<file path="src/core/bus_ue_mark_defines.svh">
// Constants for the system data bus error-marking block.
// Assumes a 64-bit doubleword with an 8-bit check code beside it.
`ifndef BUS_UE_MARK_DEFINES_SVH
`define BUS_UE_MARK_DEFINES_SVH

// AXI4-Lite register byte offsets
`define OFF_STATUS 8'h00
`define OFF_MASK 8'h04
`define OFF_IDENTITY 8'h08
`define OFF_COUNTS 8'h0c
// Status and mask bit positions
`define BIT_RAW_FILL 0
`define BIT_IN_CORR 1
// Reset values
`define MASK_RESET 2'h0
`define IDENTITY_RESET 8'h00
// Check pattern that marks a word; tag sits in data bits 7:0
`define MARK_CHECK 8'hff
`define TAG_LSB 0
`define TAG_MEMORY 8'h00
// AXI responses
`define RESP_OKAY 2'h0
`define RESP_SLVERR 2'h2

`endif

</file>
<file path="src/core/bus_ue_mark_pkg.sv">
// Types for the system data bus error-marking block.
// Assumes bus_ue_mark_defines.svh is compiled alongside.
package bus_ue_mark_pkg;
  typedef enum logic [1:0] {
    DEST_REG = 2'b00,
    DEST_IFETCH = 2'b01,
    DEST_LOAD = 2'b10,
    DEST_STORE = 2'b11
  } access_kind_t;
  typedef enum logic [1:0] {
    CLS_CLEAN = 2'b00,
    CLS_CORR = 2'b01,
    CLS_RAW_UE = 2'b10,
    CLS_MARKED = 2'b11
  } word_class_t;
endpackage

</file>
<file path="src/core/bus_ue_mark.sv">
// Error marking at the system data bus port: incoming and outgoing paths.
// Assumes SECDED check bits per doubleword and a core-clock AXI4-Lite master.
//
// Function
// - Marked incoming word forwarded unchanged, unreported.
// - Raw incoming UE marked with memory tag.
// - Cacheable incoming marking sets raw fill flag.
// - Noncacheable incoming marking reports nothing.
// - Noncacheable fetch UE traps at execution.
// - Noncacheable load UE traps at execution.
// - Cacheable fetch: L2 marked, L1I parity error.
// - Cacheable load/store: both caches marked, trap except on a doubleword store.
// - Marked outgoing word sent unchanged, unreported.
// - Raw outgoing UE marked with identity tag.
// - Outgoing noncacheable UE not reported locally.
// - Outgoing cacheable marked data delivered to destination.
// - Each doubleword carries SECDED check code.
// - Incoming single-bit error corrected, flag set.
//
// Design decisions made here: the placing of the registers and the AXI4-Lite slave port.
`timescale 1ns/1ps
`include "bus_ue_mark_defines.svh"
`default_nettype none
module bus_ue_mark
(
  input wire logic aclk,
  input wire logic aresetn,
  // AXI4-Lite slave
  input wire logic [7:0] s_axi_awaddr,
  input wire logic s_axi_awvalid,
  output logic s_axi_awready,
  input wire logic [31:0] s_axi_wdata,
  input wire logic [3:0] s_axi_wstrb,
  input wire logic s_axi_wvalid,
  output logic s_axi_wready,
  output logic [1:0] s_axi_bresp,
  output logic s_axi_bvalid,
  input wire logic s_axi_bready,
  input wire logic [7:0] s_axi_araddr,
  input wire logic s_axi_arvalid,
  output logic s_axi_arready,
  output logic [31:0] s_axi_rdata,
  output logic [1:0] s_axi_rresp,
  output logic s_axi_rvalid,
  input wire logic s_axi_rready,
  output logic irq,
  // Incoming doubleword from the bus
  input wire logic in_valid,
  input wire logic [63:0] in_data,
  input wire logic [7:0] in_check,
  input wire logic in_cacheable,
  input wire bus_ue_mark_pkg::access_kind_t in_kind,
  // Delivery to register or caches
  output logic dl_valid,
  output logic [63:0] dl_data,
  output logic [7:0] dl_check,
  output logic dl_to_reg,
  output logic dl_l2_fill,
  output logic dl_l1i_fill,
  output logic dl_l1i_parity_err,
  output logic dl_l1d_fill,
  output logic dl_poisoned,
  // Consumption of poisoned data by execution
  input wire logic exec_valid,
  input wire logic exec_poisoned,
  input wire bus_ue_mark_pkg::access_kind_t exec_kind,
  input wire logic exec_dw_store,
  output logic fetch_fault_trap,
  output logic ldst_fault_trap,
  output logic trap_marked_ue,
  // Outgoing doubleword to the bus
  input wire logic out_valid,
  input wire logic [63:0] out_data,
  input wire logic [7:0] out_check,
  input wire logic out_cacheable,
  output logic bus_valid,
  output logic [63:0] bus_data,
  output logic [7:0] bus_check,
  output logic bus_marked
);
  import bus_ue_mark_pkg::*;

  // ****************************************************************
  // SECDED helpers
  // ****************************************************************
  // Hsiao-style check: bit j covers data bits whose index has j set in a
  // spread code; kept simple so every port agrees on it.
  function automatic logic [7:0] gen_check(input logic [63:0] d);
    logic [7:0] c;
    c = 8'h00;
    for (int i = 0; i < 64; i++)
    begin
      logic [6:0] code;
      code = 7'(i) + 7'h01 + 7'((i + 1) >> 2) + 7'(i >= 56);
      for (int j = 0; j < 7; j++)
      begin
        if (code[j])
          c[j] = c[j] ^ d[i];
      end
    end
    c[7] = ^{d, c[6:0]};
    return c;
  endfunction

  function automatic logic [6:0] col_code(input int i);
    return 7'(i) + 7'h01 + 7'((i + 1) >> 2) + 7'(i >= 56);
  endfunction

  // Classify a word; also returns the corrected data
  function automatic word_class_t classify(input logic [63:0] d, input logic [7:0] c,
                                           output logic [63:0] fixed);
    logic [7:0] syn;
    word_class_t cls;
    fixed = d;
    syn = gen_check(d) ^ c;
    // Top bit is the parity of the whole received word, so any single flipped
    // data bit reads as correctable whatever the weight of its column
    syn[7] = ^{d, c};
    if (c == `MARK_CHECK)
      cls = CLS_MARKED;
    else if (syn == 8'h00)
      cls = CLS_CLEAN;
    else if (syn[7])
    begin
      cls = CLS_CORR;
      for (int i = 0; i < 64; i++)
      begin
        if (col_code(i) == syn[6:0])
          fixed[i] = ~d[i];
      end
    end
    else
      cls = CLS_RAW_UE;
    return cls;
  endfunction

  // ****************************************************************
  // State
  // ****************************************************************
  typedef struct packed {
    logic aw_seen;
    logic [7:0] aw_addr;
    logic w_seen;
    logic [31:0] w_data;
    logic [3:0] w_strb;
    logic bvalid;
    logic [1:0] bresp;
    logic rvalid;
    logic [31:0] rdata;
    logic [1:0] rresp;
    logic [1:0] status;
    logic [1:0] mask;
    logic [7:0] identity;
    logic [15:0] raw_in_count;
    logic [15:0] raw_out_count;
    logic dl_valid;
    logic [63:0] dl_data;
    logic [7:0] dl_check;
    logic dl_to_reg;
    logic dl_l2;
    logic dl_l1i;
    logic dl_l1i_par;
    logic dl_l1d;
    logic dl_poison;
    logic fetch_trap;
    logic ldst_trap;
    logic bus_valid;
    logic [63:0] bus_data;
    logic [7:0] bus_check;
    logic bus_marked;
  } state_t;

  state_t st_reg;
  state_t st_next;

  // Handshake readies stay combinational: one write outstanding at a time
  assign s_axi_awready = !st_reg.aw_seen && !st_reg.bvalid;
  assign s_axi_wready = !st_reg.w_seen && !st_reg.bvalid;
  assign s_axi_arready = !st_reg.rvalid;

  // ****************************************************************
  // Next-state logic
  // ****************************************************************
  always_comb
  begin
    logic [63:0] in_fixed;
    logic [63:0] out_fixed;
    word_class_t in_cls;
    word_class_t out_cls;
    logic [1:0] set_bits;
    logic [1:0] clr_bits;
    logic [7:0] wa;
    logic [7:0] ra;
    st_next = st_reg;
    in_fixed = 64'h0;
    out_fixed = 64'h0;
    set_bits = 2'h0;
    clr_bits = 2'h0;
    wa = 8'h00;
    ra = 8'h00;
    in_cls = classify(in_data, in_check, in_fixed);
    out_cls = classify(out_data, out_check, out_fixed);

    // Incoming path: one cycle from bus to delivery
    st_next.dl_valid = in_valid;
    st_next.dl_to_reg = in_valid && (in_kind == DEST_REG || !in_cacheable);
    st_next.dl_l2 = in_valid && in_cacheable && in_kind != DEST_REG;
    st_next.dl_l1i = in_valid && in_cacheable && in_kind == DEST_IFETCH;
    st_next.dl_l1d = in_valid && in_cacheable &&
                     (in_kind == DEST_LOAD || in_kind == DEST_STORE);
    st_next.dl_poison = in_valid && (in_cls == CLS_RAW_UE || in_cls == CLS_MARKED);
    st_next.dl_l1i_par = 1'b0;
    case (in_cls)
      CLS_MARKED:
      begin
        st_next.dl_data = in_data;
        st_next.dl_check = in_check;
      end
      CLS_RAW_UE:
      begin
        st_next.dl_data = in_data;
        st_next.dl_data[`TAG_LSB +: 8] = `TAG_MEMORY;
        st_next.dl_check = `MARK_CHECK;
        if (in_valid && in_cacheable)
          set_bits[`BIT_RAW_FILL] = 1'b1;
        // Noncacheable marking leaves status untouched
      end
      CLS_CORR:
      begin
        st_next.dl_data = in_fixed;
        st_next.dl_check = gen_check(in_fixed);
        if (in_valid)
          set_bits[`BIT_IN_CORR] = 1'b1;
      end
      default:
      begin
        st_next.dl_data = in_data;
        st_next.dl_check = in_check;
      end
    endcase
    // L1 instruction cache cannot hold a mark: poison its parity
    st_next.dl_l1i_par = st_next.dl_l1i && st_next.dl_poison;
    if (in_valid && in_cls == CLS_RAW_UE)
      st_next.raw_in_count = st_reg.raw_in_count + 16'h0001;

    // Deferred traps on consumption of poisoned data
    st_next.fetch_trap = exec_valid && exec_poisoned && exec_kind == DEST_IFETCH;
    st_next.ldst_trap = exec_valid && exec_poisoned &&
                        (exec_kind == DEST_LOAD ||
                         (exec_kind == DEST_STORE && !exec_dw_store));

    // Outgoing path: never reports locally
    st_next.bus_valid = out_valid;
    st_next.bus_marked = out_valid && (out_cls == CLS_RAW_UE || out_cls == CLS_MARKED);
    case (out_cls)
      CLS_MARKED:
      begin
        st_next.bus_data = out_data;
        st_next.bus_check = out_check;
      end
      CLS_RAW_UE:
      begin
        st_next.bus_data = out_data;
        st_next.bus_data[`TAG_LSB +: 8] = st_reg.identity;
        st_next.bus_check = `MARK_CHECK;
      end
      CLS_CORR:
      begin
        st_next.bus_data = out_fixed;
        st_next.bus_check = gen_check(out_fixed);
      end
      default:
      begin
        st_next.bus_data = out_data;
        st_next.bus_check = out_check;
      end
    endcase
    if (out_valid && out_cls == CLS_RAW_UE)
      st_next.raw_out_count = st_reg.raw_out_count + 16'h0001;

    // AXI write: address and data in either order
    if (s_axi_awvalid && s_axi_awready)
    begin
      st_next.aw_seen = 1'b1;
      st_next.aw_addr = s_axi_awaddr;
    end
    if (s_axi_wvalid && s_axi_wready)
    begin
      st_next.w_seen = 1'b1;
      st_next.w_data = s_axi_wdata;
      st_next.w_strb = s_axi_wstrb;
    end
    if (st_reg.aw_seen && st_reg.w_seen)
    begin
      wa = {st_reg.aw_addr[7:2], 2'b00};
      st_next.aw_seen = 1'b0;
      st_next.w_seen = 1'b0;
      st_next.bvalid = 1'b1;
      st_next.bresp = `RESP_OKAY;
      if (wa == `OFF_STATUS)
      begin
        if (st_reg.w_strb[0])
          clr_bits = st_reg.w_data[1:0];
      end
      else if (wa == `OFF_MASK)
      begin
        if (st_reg.w_strb[0])
          st_next.mask = st_reg.w_data[1:0];
      end
      else if (wa == `OFF_IDENTITY)
      begin
        if (st_reg.w_strb[0])
          st_next.identity = st_reg.w_data[7:0];
      end
      else if (wa == `OFF_COUNTS)
        st_next.bresp = `RESP_OKAY; // Read-only counters ignore writes
      else
        st_next.bresp = `RESP_SLVERR;
    end
    if (st_reg.bvalid && s_axi_bready)
      st_next.bvalid = 1'b0;

    // Set wins over a write-one clear in the same cycle
    st_next.status = (st_reg.status & ~clr_bits) | set_bits;

    // AXI read
    if (s_axi_arvalid && s_axi_arready)
    begin
      ra = {s_axi_araddr[7:2], 2'b00};
      st_next.rvalid = 1'b1;
      st_next.rresp = `RESP_OKAY;
      if (ra == `OFF_STATUS)
        st_next.rdata = {30'h0, st_reg.status};
      else if (ra == `OFF_MASK)
        st_next.rdata = {30'h0, st_reg.mask};
      else if (ra == `OFF_IDENTITY)
        st_next.rdata = {24'h0, st_reg.identity};
      else if (ra == `OFF_COUNTS)
        st_next.rdata = {st_reg.raw_out_count, st_reg.raw_in_count};
      else
      begin
        st_next.rdata = 32'h0;
        st_next.rresp = `RESP_SLVERR;
      end
    end
    else if (st_reg.rvalid && s_axi_rready)
      st_next.rvalid = 1'b0;
  end

  // ****************************************************************
  // State register
  // ****************************************************************
  always_ff @(posedge aclk)
  begin
    if (!aresetn)
    begin
      st_reg <= '0;
      st_reg.mask <= `MASK_RESET;
      st_reg.identity <= `IDENTITY_RESET;
    end
    else
      st_reg <= st_next;
  end

  // Outputs straight from flip-flops, except irq and trap_marked_ue, which are gated from them
  assign s_axi_bvalid = st_reg.bvalid;
  assign s_axi_bresp = st_reg.bresp;
  assign s_axi_rvalid = st_reg.rvalid;
  assign s_axi_rdata = st_reg.rdata;
  assign s_axi_rresp = st_reg.rresp;
  assign irq = |(st_reg.status & st_reg.mask);
  assign dl_valid = st_reg.dl_valid;
  assign dl_data = st_reg.dl_data;
  assign dl_check = st_reg.dl_check;
  assign dl_to_reg = st_reg.dl_to_reg;
  assign dl_l2_fill = st_reg.dl_l2;
  assign dl_l1i_fill = st_reg.dl_l1i;
  assign dl_l1i_parity_err = st_reg.dl_l1i_par;
  assign dl_l1d_fill = st_reg.dl_l1d;
  assign dl_poisoned = st_reg.dl_poison;
  assign fetch_fault_trap = st_reg.fetch_trap;
  assign ldst_fault_trap = st_reg.ldst_trap;
  assign trap_marked_ue = st_reg.fetch_trap | st_reg.ldst_trap;
  assign bus_valid = st_reg.bus_valid;
  assign bus_data = st_reg.bus_data;
  assign bus_check = st_reg.bus_check;
  assign bus_marked = st_reg.bus_marked;
endmodule
`default_nettype wire

</file>
<file path="config.mk">
export PLATFORM = sky130hd
export DESIGN_NAME = bus_ue_mark
export DESIGN_NICKNAME = d
export VERILOG_FILES = /design/src/core/bus_ue_mark_pkg.sv /design/src/core/bus_ue_mark.sv
export VERILOG_INCLUDE_DIRS = /design/src /design/src/core
export SDC_FILE = /design/constraint.sdc
export NUM_CORES = 1
export LEC_CHECK = 0
export ABC_AREA = 1
export ABC_CLOCK_PERIOD_IN_PS = 8600
export BUFFER_PORTS_ARGS = -buffer_cell sky130_fd_sc_hd__buf_2
export CAP_MARGIN = 20
export CORE_MARGIN = 2
export CORE_UTILIZATION = 35
export DETAILED_ROUTE_END_ITERATION = 10
export SLEW_MARGIN = 15
export SYNTH_ARGS = -nofsm -noshare
export SYNTH_HDL_FRONTEND = slang
export SYNTH_SLANG_ARGS = --single-unit
</file>
<file path="constraint.sdc">
create_clock -name aclk -period 8.6 [get_ports aclk]
set_input_delay 1.72 -clock aclk [delete_from_list [all_inputs] [get_ports aclk]]
set_output_delay 1.72 -clock aclk [all_outputs]
set_load 0.1 [all_outputs]
</file>
# After elaboration in Yosys (flattened, before gate mapping)
# Cells that the tools add are included.
dict set report totals {
  register_bits 256
  inputBits 214
  output_inout_bits 198
  wordCells 1672
}
dict set report classes {
  add_sub_neg 2
  eq_ne 148
  n_mux 553
  bitwise 890
  n_reduce_logical 49
}
# cell count
set ops {}
lappend ops {{bitwise XOR 1 bit} 752}
lappend ops {{2-to-1 mux 1 bit} 524}
lappend ops {{2-to-1 mux 64 bit} 6}
lappend ops {{== test 6 x 7 -> 1 bit, first input constant} 52}
lappend ops {{one-hot mux 72 bit (2 select lines)} 2}
lappend ops {{== test 5 x 7 -> 1 bit, first input constant} 26}
lappend ops {{== test 7 bit, first input constant} 26}
lappend ops {{parity 72 bit} 2}
lappend ops {{parity 71 bit} 2}
lappend ops {{NOT 1 bit} 131}
lappend ops {{2-to-1 mux 32 bit} 4}
lappend ops {{== test 4 x 7 -> 1 bit, first input constant} 12}
lappend ops {{== test 3 x 7 -> 1 bit, first input constant} 6}
lappend ops {{2-to-1 mux 2 bit} 17}
lappend ops {{adder 16 x 1 -> 16 bit, second input constant} 2}
lappend ops {{== test 2 x 7 -> 1 bit, first input constant} 4}
lappend ops {{== test 6 x 2 -> 1 bit, second input constant} 4}
lappend ops {{logical AND 1 bit} 22}
lappend ops {{== test 2 bit, second input constant} 8}
lappend ops {{== test 8 bit, second input constant} 2}
lappend ops {{logical NOT 8 bit} 2}
lappend ops {{== test 1 x 7 -> 1 bit, first input constant} 2}
lappend ops {{bitwise XOR 7 bit} 2}
lappend ops {{== test 6 x 1 -> 1 bit, second input constant} 2}
lappend ops {{other kinds (13)} 30}

# Depth between registers and ports, before layout
dict set report logic_depth {
  word_depth 105
  ltp_mapped 48
  depth_no_buf 47
}

# Worst setup path before layout
# No wires, ideal clock.
dict set report synth_path {
  path_kind {in2reg}
  from {in out_check[0]}
  to {reg st_reg (netlist bit bus_check[7])}
  setup_ns 0.117
  arrival_ns 5.151
  required_time_ns 8.483
  setup_slack_ns 3.332
  cell_stages 34
  path_buffers 1
  path_cell_list {ha_1 xor2_1 xnor2_1 xnor2_1 xor2_1 nand2_1 nand2_1 nand2_1 nand3_4 nand3_4 nor2_8 buf_6 nand2_1 xor2_1 inv_2 nand2_1 nand2_2 inv_2 nand2_1 nand2_1 nand2_1 nand2_1 nand2_1 nand2_2 xor2_1 nand2_1 nand3_1 nand2_1 nand2_1 nand2_1 nand2_1 nand2_1 nor2_1 nor2_1}
}
dict set report synth_between {
  elab_chain_len 73
  elab_cells_between_ends 525
  classes_between {eq/ne: 67; mux: 266; bitwise: 189; reduce/logical: 3}
}
# item line_no
set synth_lines {}
lappend synth_lines {{from (decl)} bus_ue_mark.sv:74} ;# input wire logic [7:0] out_check,
lappend synth_lines {{bitwise XOR 7 bit} bus_ue_mark.sv:115} ;# syn = gen_check(d) ^ c;
lappend synth_lines {{== test 4 x 7 -> 1 bit} bus_ue_mark.sv:128} ;# if (col_code(i) == syn[6:0])
lappend synth_lines {{2-to-1 mux 1 bit} bus_ue_mark.sv:128}
lappend synth_lines {{2-to-1 mux 64 bit} bus_ue_mark.sv:123} ;# else if (syn[7])
lappend synth_lines {{2-to-1 mux 64 bit} bus_ue_mark.sv:121} ;# else if (syn == 8'h00)
lappend synth_lines {{2-to-1 mux 64 bit} bus_ue_mark.sv:119} ;# if (c == `MARK_CHECK)
lappend synth_lines {{2-to-1 mux 1 bit} bus_ue_mark.sv:255} ;# case (out_cls)
lappend synth_lines {{bitwise XOR 1 bit} bus_ue_mark.sv:98} ;# c[j] = c[j] ^ d[i];
lappend synth_lines {{[... 57 more ...]} n/a}
lappend synth_lines {{bitwise XOR 1 bit} bus_ue_mark.sv:98}
lappend synth_lines {{2-to-1 mux 1 bit} bus_ue_mark.sv:255}
lappend synth_lines {{bitwise XOR 1 bit} bus_ue_mark.sv:98}
lappend synth_lines {{2-to-1 mux 1 bit} bus_ue_mark.sv:255}
lappend synth_lines {{bitwise XOR 1 bit} bus_ue_mark.sv:98}
lappend synth_lines {{2-to-1 mux 1 bit} bus_ue_mark.sv:255}
lappend synth_lines {{parity 71 bit} bus_ue_mark.sv:101} ;# c[7] = ^{d, c[6:0]};
lappend synth_lines {{one-hot mux 72 bit (2 select lines) (*)} bus_ue_mark.sv:255}
lappend synth_lines {{to (signal assigned)} bus_ue_mark.sv:362} ;# st_reg <= st_next;
lappend synth_lines {{to (decl)} bus_ue_mark.sv:173} ;# state_t st_reg;
# Every way passes the cells marked *; elsewhere a longest branch is shown, timed or not. The select of a mux whose other input is x is not followed.
# A chain may end at the register's enable or synchronous reset.

# Worst setup path in the final report
dict set report layout_path {
  from {in in_data[50]}
  to {reg st_reg (netlist bit dl_check[7])}
}
dict set report layout_between {
  elab_chain_len 81
  elab_cells_between_ends 557
  classes_between {eq/ne: 66; mux: 266; bitwise: 222; reduce/logical: 3}
}
# item line_no
set layout_lines {}
lappend layout_lines {{from (decl)} bus_ue_mark.sv:49} ;# input wire logic [63:0] in_data,
lappend layout_lines {{bitwise XOR 1 bit (8 in series)} bus_ue_mark.sv:98}
lappend layout_lines {{bitwise XOR 7 bit} bus_ue_mark.sv:115}
lappend layout_lines {{== test 4 x 7 -> 1 bit} bus_ue_mark.sv:128}
lappend layout_lines {{2-to-1 mux 1 bit} bus_ue_mark.sv:128}
lappend layout_lines {{2-to-1 mux 64 bit} bus_ue_mark.sv:123}
lappend layout_lines {{2-to-1 mux 64 bit} bus_ue_mark.sv:121}
lappend layout_lines {{2-to-1 mux 64 bit} bus_ue_mark.sv:119}
lappend layout_lines {{2-to-1 mux 1 bit} bus_ue_mark.sv:213} ;# case (in_cls)
lappend layout_lines {{[... 58 more ...]} n/a}
lappend layout_lines {{bitwise XOR 1 bit} bus_ue_mark.sv:98}
lappend layout_lines {{2-to-1 mux 1 bit} bus_ue_mark.sv:213}
lappend layout_lines {{bitwise XOR 1 bit} bus_ue_mark.sv:98}
lappend layout_lines {{2-to-1 mux 1 bit} bus_ue_mark.sv:213}
lappend layout_lines {{bitwise XOR 1 bit} bus_ue_mark.sv:98}
lappend layout_lines {{2-to-1 mux 1 bit} bus_ue_mark.sv:213}
lappend layout_lines {{parity 71 bit} bus_ue_mark.sv:101}
lappend layout_lines {{one-hot mux 72 bit (2 select lines) (*)} bus_ue_mark.sv:213}
# Marks and branches as above.

==> run metrics <==
maximum VDD drop=about 200 µV; Total Power=between 7 and 8 mW; Finish-stage setup viols=0; Port Buf Inserts=around 380; post-synthesis sequential element count=252; FF-to-FF Start=st_reg[171]$_SDFFE_PN0P_; Final ANT Viol Nets=0; EDFF count, synth=0; Hold Vio Cnt, Final=0; initial antenna violation count=7; FMAX=around 150 MHz; H-tree depth=1; Routability Congestion=1.01; Max Root-Sink Buffers=3; Final HPWL DP=79100 µm; Max-Cap Viols=0; end of the worst register-to-register path=st_reg[185]$_SDFFE_PN0P_; post_cts resized=0; CTS hold repair buffers=0; cell area after layout=around 0.027 mm²; R2R Setup Slk=6.33 ns; Worst Clk Skew=0.0223 ns; GRT Total Usage=25.1%; DRC viols=0; WL final=around 96000 µm; layout cell share with drive strength beyond 1=14.6%; crit end category=register; Post-Place Worst Slack=between 1.5 and 2 ns; CP Data Arrival Time=6.99 ns; postcts setup bufs=0; Async SR Flop Fraction=0%; Min Clock Period, post-route=between 6 and 7 ns; core box area=just over 0.07 mm²; worst slew pin tran=0.990 ns; Crit Path Class=in -> reg; Clock Tree Root=clkbuf_16; 1st-pass router iterations=6; Initial Util=between 30% and 40%; Hold Path Depth=2; Critical Path RT=9.04 ns; final worst path period share=approximately three quarters; Cells after Synth=between 4000 and 5000; Worst Reg-to-Reg Cells=13; IO Pins=412; Die ar.=0.0735 mm²; post-synthesis sequential area ratio=approximately a fifth; Die W=271 µm; drt initial violations=2141; worst min path class=reg -> reg; wire per inst=~18 µm; Cell Area, Placed=0.0263 mm²; # fillers=7823; row count=97; Power Density=270 mW/mm²; synth unique cells=56; Worst Path Max Fanout=19; vias=26300; Synth Flop Type=dfxtp_1; synth-to-layout area growth=9.97%; clk slew on worst S/H paths=0.06 ns; hold path endpoint=st_reg[190]$_SDFFE_PN0P_; global-route wire length before repair=about 140000 µm; Clock Latency Late Sink=0.60 ns; number of global-route vias before repair=23800; Final Util=39.0%; Pleak=15.1 nW; setup ws final=2.05 ns; CTS sink count=roughly 250; total negative slack=0 ns; startpoint types=input pin; Max Slew Vio Count=0; Critical Path Max Stage Delay=approximately 0.64 ns; Post-Syn Area=0.0250 mm²; status=finished, final reports clean; CTS tree=yes; largest net degree at the start of global routing=111; Via density=~4.9; hold_sp=st_reg[244]$_SDFFE_PN0P_; GR Overflow Total=0; post-synthesis average cell area=5.83 µm²; Final #Nets=between 4000 and 5000; Slew HR=33.9%; die height=271 µm; CP most frequent cell=nand2_1; RSZ-0062 raised after global routing=no; total CTS buffers=31; CP max-delay cell=xnor2_1; warnings from Yosys=0
## worst max-delay path by stage
| stage | startpoint | endpoint | slack (ns) | cells past startpoint |
|---|---|---|---|---|
| 6_report | in_data[50] | dl_check[7]$_SDFF_PN0_ | 2.05 | 36 |
| 5_1_grt | in_data[42] | dl_check[7]$_SDFF_PN0_ | 1.67 | 34 |
| 4_1_cts | out_data[54] | bus_check[7]$_SDFF_PN0_ | 2.18 | 29 |
| 3_5_place_dp | out_data[54] | bus_check[7]$_SDFF_PN0_ | 1.52 | 29 |
| 3_3_place_gp | out_data[54] | bus_check[7]$_SDFF_PN0_ | 1.61 | 30 |
| 2_1_floorplan | out_check[0] | bus_check[7]$_SDFF_PN0_ | 3.33 | 34 |
## stage by stage
step,std cells,hold WS (ns)
4_1_cts,5401,0.456
3_3_place_gp,5345,0.444
5_1_grt,5405,0.475
3_5_place_dp,5345,0.452
2_1_floorplan,4285,0.430
6_report,5405,0.452
## Yosys cell counts (all sizes together), types with 2 or more instances
| master | count | area [µm²] |
|---|---|---|
| nand3 | 374 | 1970 |
| o21bai | 2 | 15.0 |
| nor3b | 2 | 15.0 |
| inv | 492 | 1850 |
| a31oi | 10 | 62.6 |
| o31ai | 2 | 15.0 |
| clkinv | 5 | 18.8 |
| nand4 | 73 | 527 |
| o21ai | 74 | 370 |
| buf | 222 | 1640 |
| or2 | 8 | 50.1 |
| nor2 | 314 | 1360 |
| o221ai | 4 | 35.0 |
| nand2 | 1825 | 7010 |
| nor4 | 5 | 31.3 |
| nand2b | 2 | 12.5 |
| xor2 | 211 | 1950 |
| o211ai | 5 | 37.5 |
| nor3 | 30 | 176 |
| xnor2 | 180 | 1680 |
| clkbuf | 49 | 191 |
| dfxtp | 252 | 5040 |
| nand3b | 21 | 158 |
| a21oi | 83 | 415 |
| o22ai | 4 | 25.0 |
| o21a | 4 | 30.0 |
| a221oi | 5 | 43.8 |
| ha | 10 | 125 |
| a211oi | 9 | 67.6 |
| a22oi | 2 | 15.0 |
## cells by family (layout without fill, tap and decap cells)
family	count (synthesis)	after routing	synth area share (%)
simple gates	2654	2654	45.3
flops	252	252	20.2
xor+xnor	391	391	14.6
fa+ha+maj	10	10	0.501
compound gates	208	208	4.68
other cells	1	4	0.0150
buf+inv	768	946	14.8
## final cells by class
type | count | area (µm²) | area share [%]
antenna | 2 | 5.00 | 0.0182
tap | 940 | 1180 | 4.28
timing repair buffer | 393 | 2040 | 7.43
multi-input combinational | 3265 | 16300 | 59.2
inverter | 497 | 1870 | 6.81
sequential | 252 | 5040 | 18.4
clock inverter | 14 | 170 | 0.620
clock buffer | 42 | 897 | 3.27
## cell usage in the layout, fill, tap and decap left out, types with 7 or more instances in the layout
cell,n
buf_2,377
inv_2,66
nor2_1,283
nand2_2,46
nand4_1,66
nor2_2,11
xnor2_2,14
a21oi_1,83
nand3_2,9
nor2_4,18
nand3b_1,21
o21ai_1,7
buf_4,14
xor2_2,14
xor2_1,197
clkbuf_16,31
nand2_1,1773
nand3_1,361
clkbuf_8,8
dfxtp_1,252
ha_1,10
a31oi_1,10
a211oi_1,9
nor3_1,26
inv_1,425
xnor2_1,166
o21ai_0,67
## report_power, final
| group | total, mW | internal, mW | switching [mW] | leakage, nW |
|---|---|---|---|---|
| Clock | 1.36 | 0.819 | 0.538 | 0.528 |
| Sequential | 1.33 | 1.29 | 0.0417 | 2.08 |
| Combinational | 4.72 | 1.11 | 3.61 | 12.5 |
## critical path, delay by kind of cell
kind,cells,cell delay [ns]
compound gates,1,0.09
xor+xnor,2,1.06
simple gates,30,3.53
buf+inv,3,0.60
## metal layers
| metal | vias to the layer above | track usage, % | wire length [µm] |
|---|---|---|---|
| li1 | 13400 | - | - |
| met1 | 11800 | 31.2 | 39300 |
| met2 | 956 | 42.3 | 43700 |
| met3 | 218 | 3.48 | 6840 |
| met4 | 10 | 13.1 | 5840 |
| met5 | - | 0 | 57 |
No activity file was read; power rests on OpenSTA's default activity.
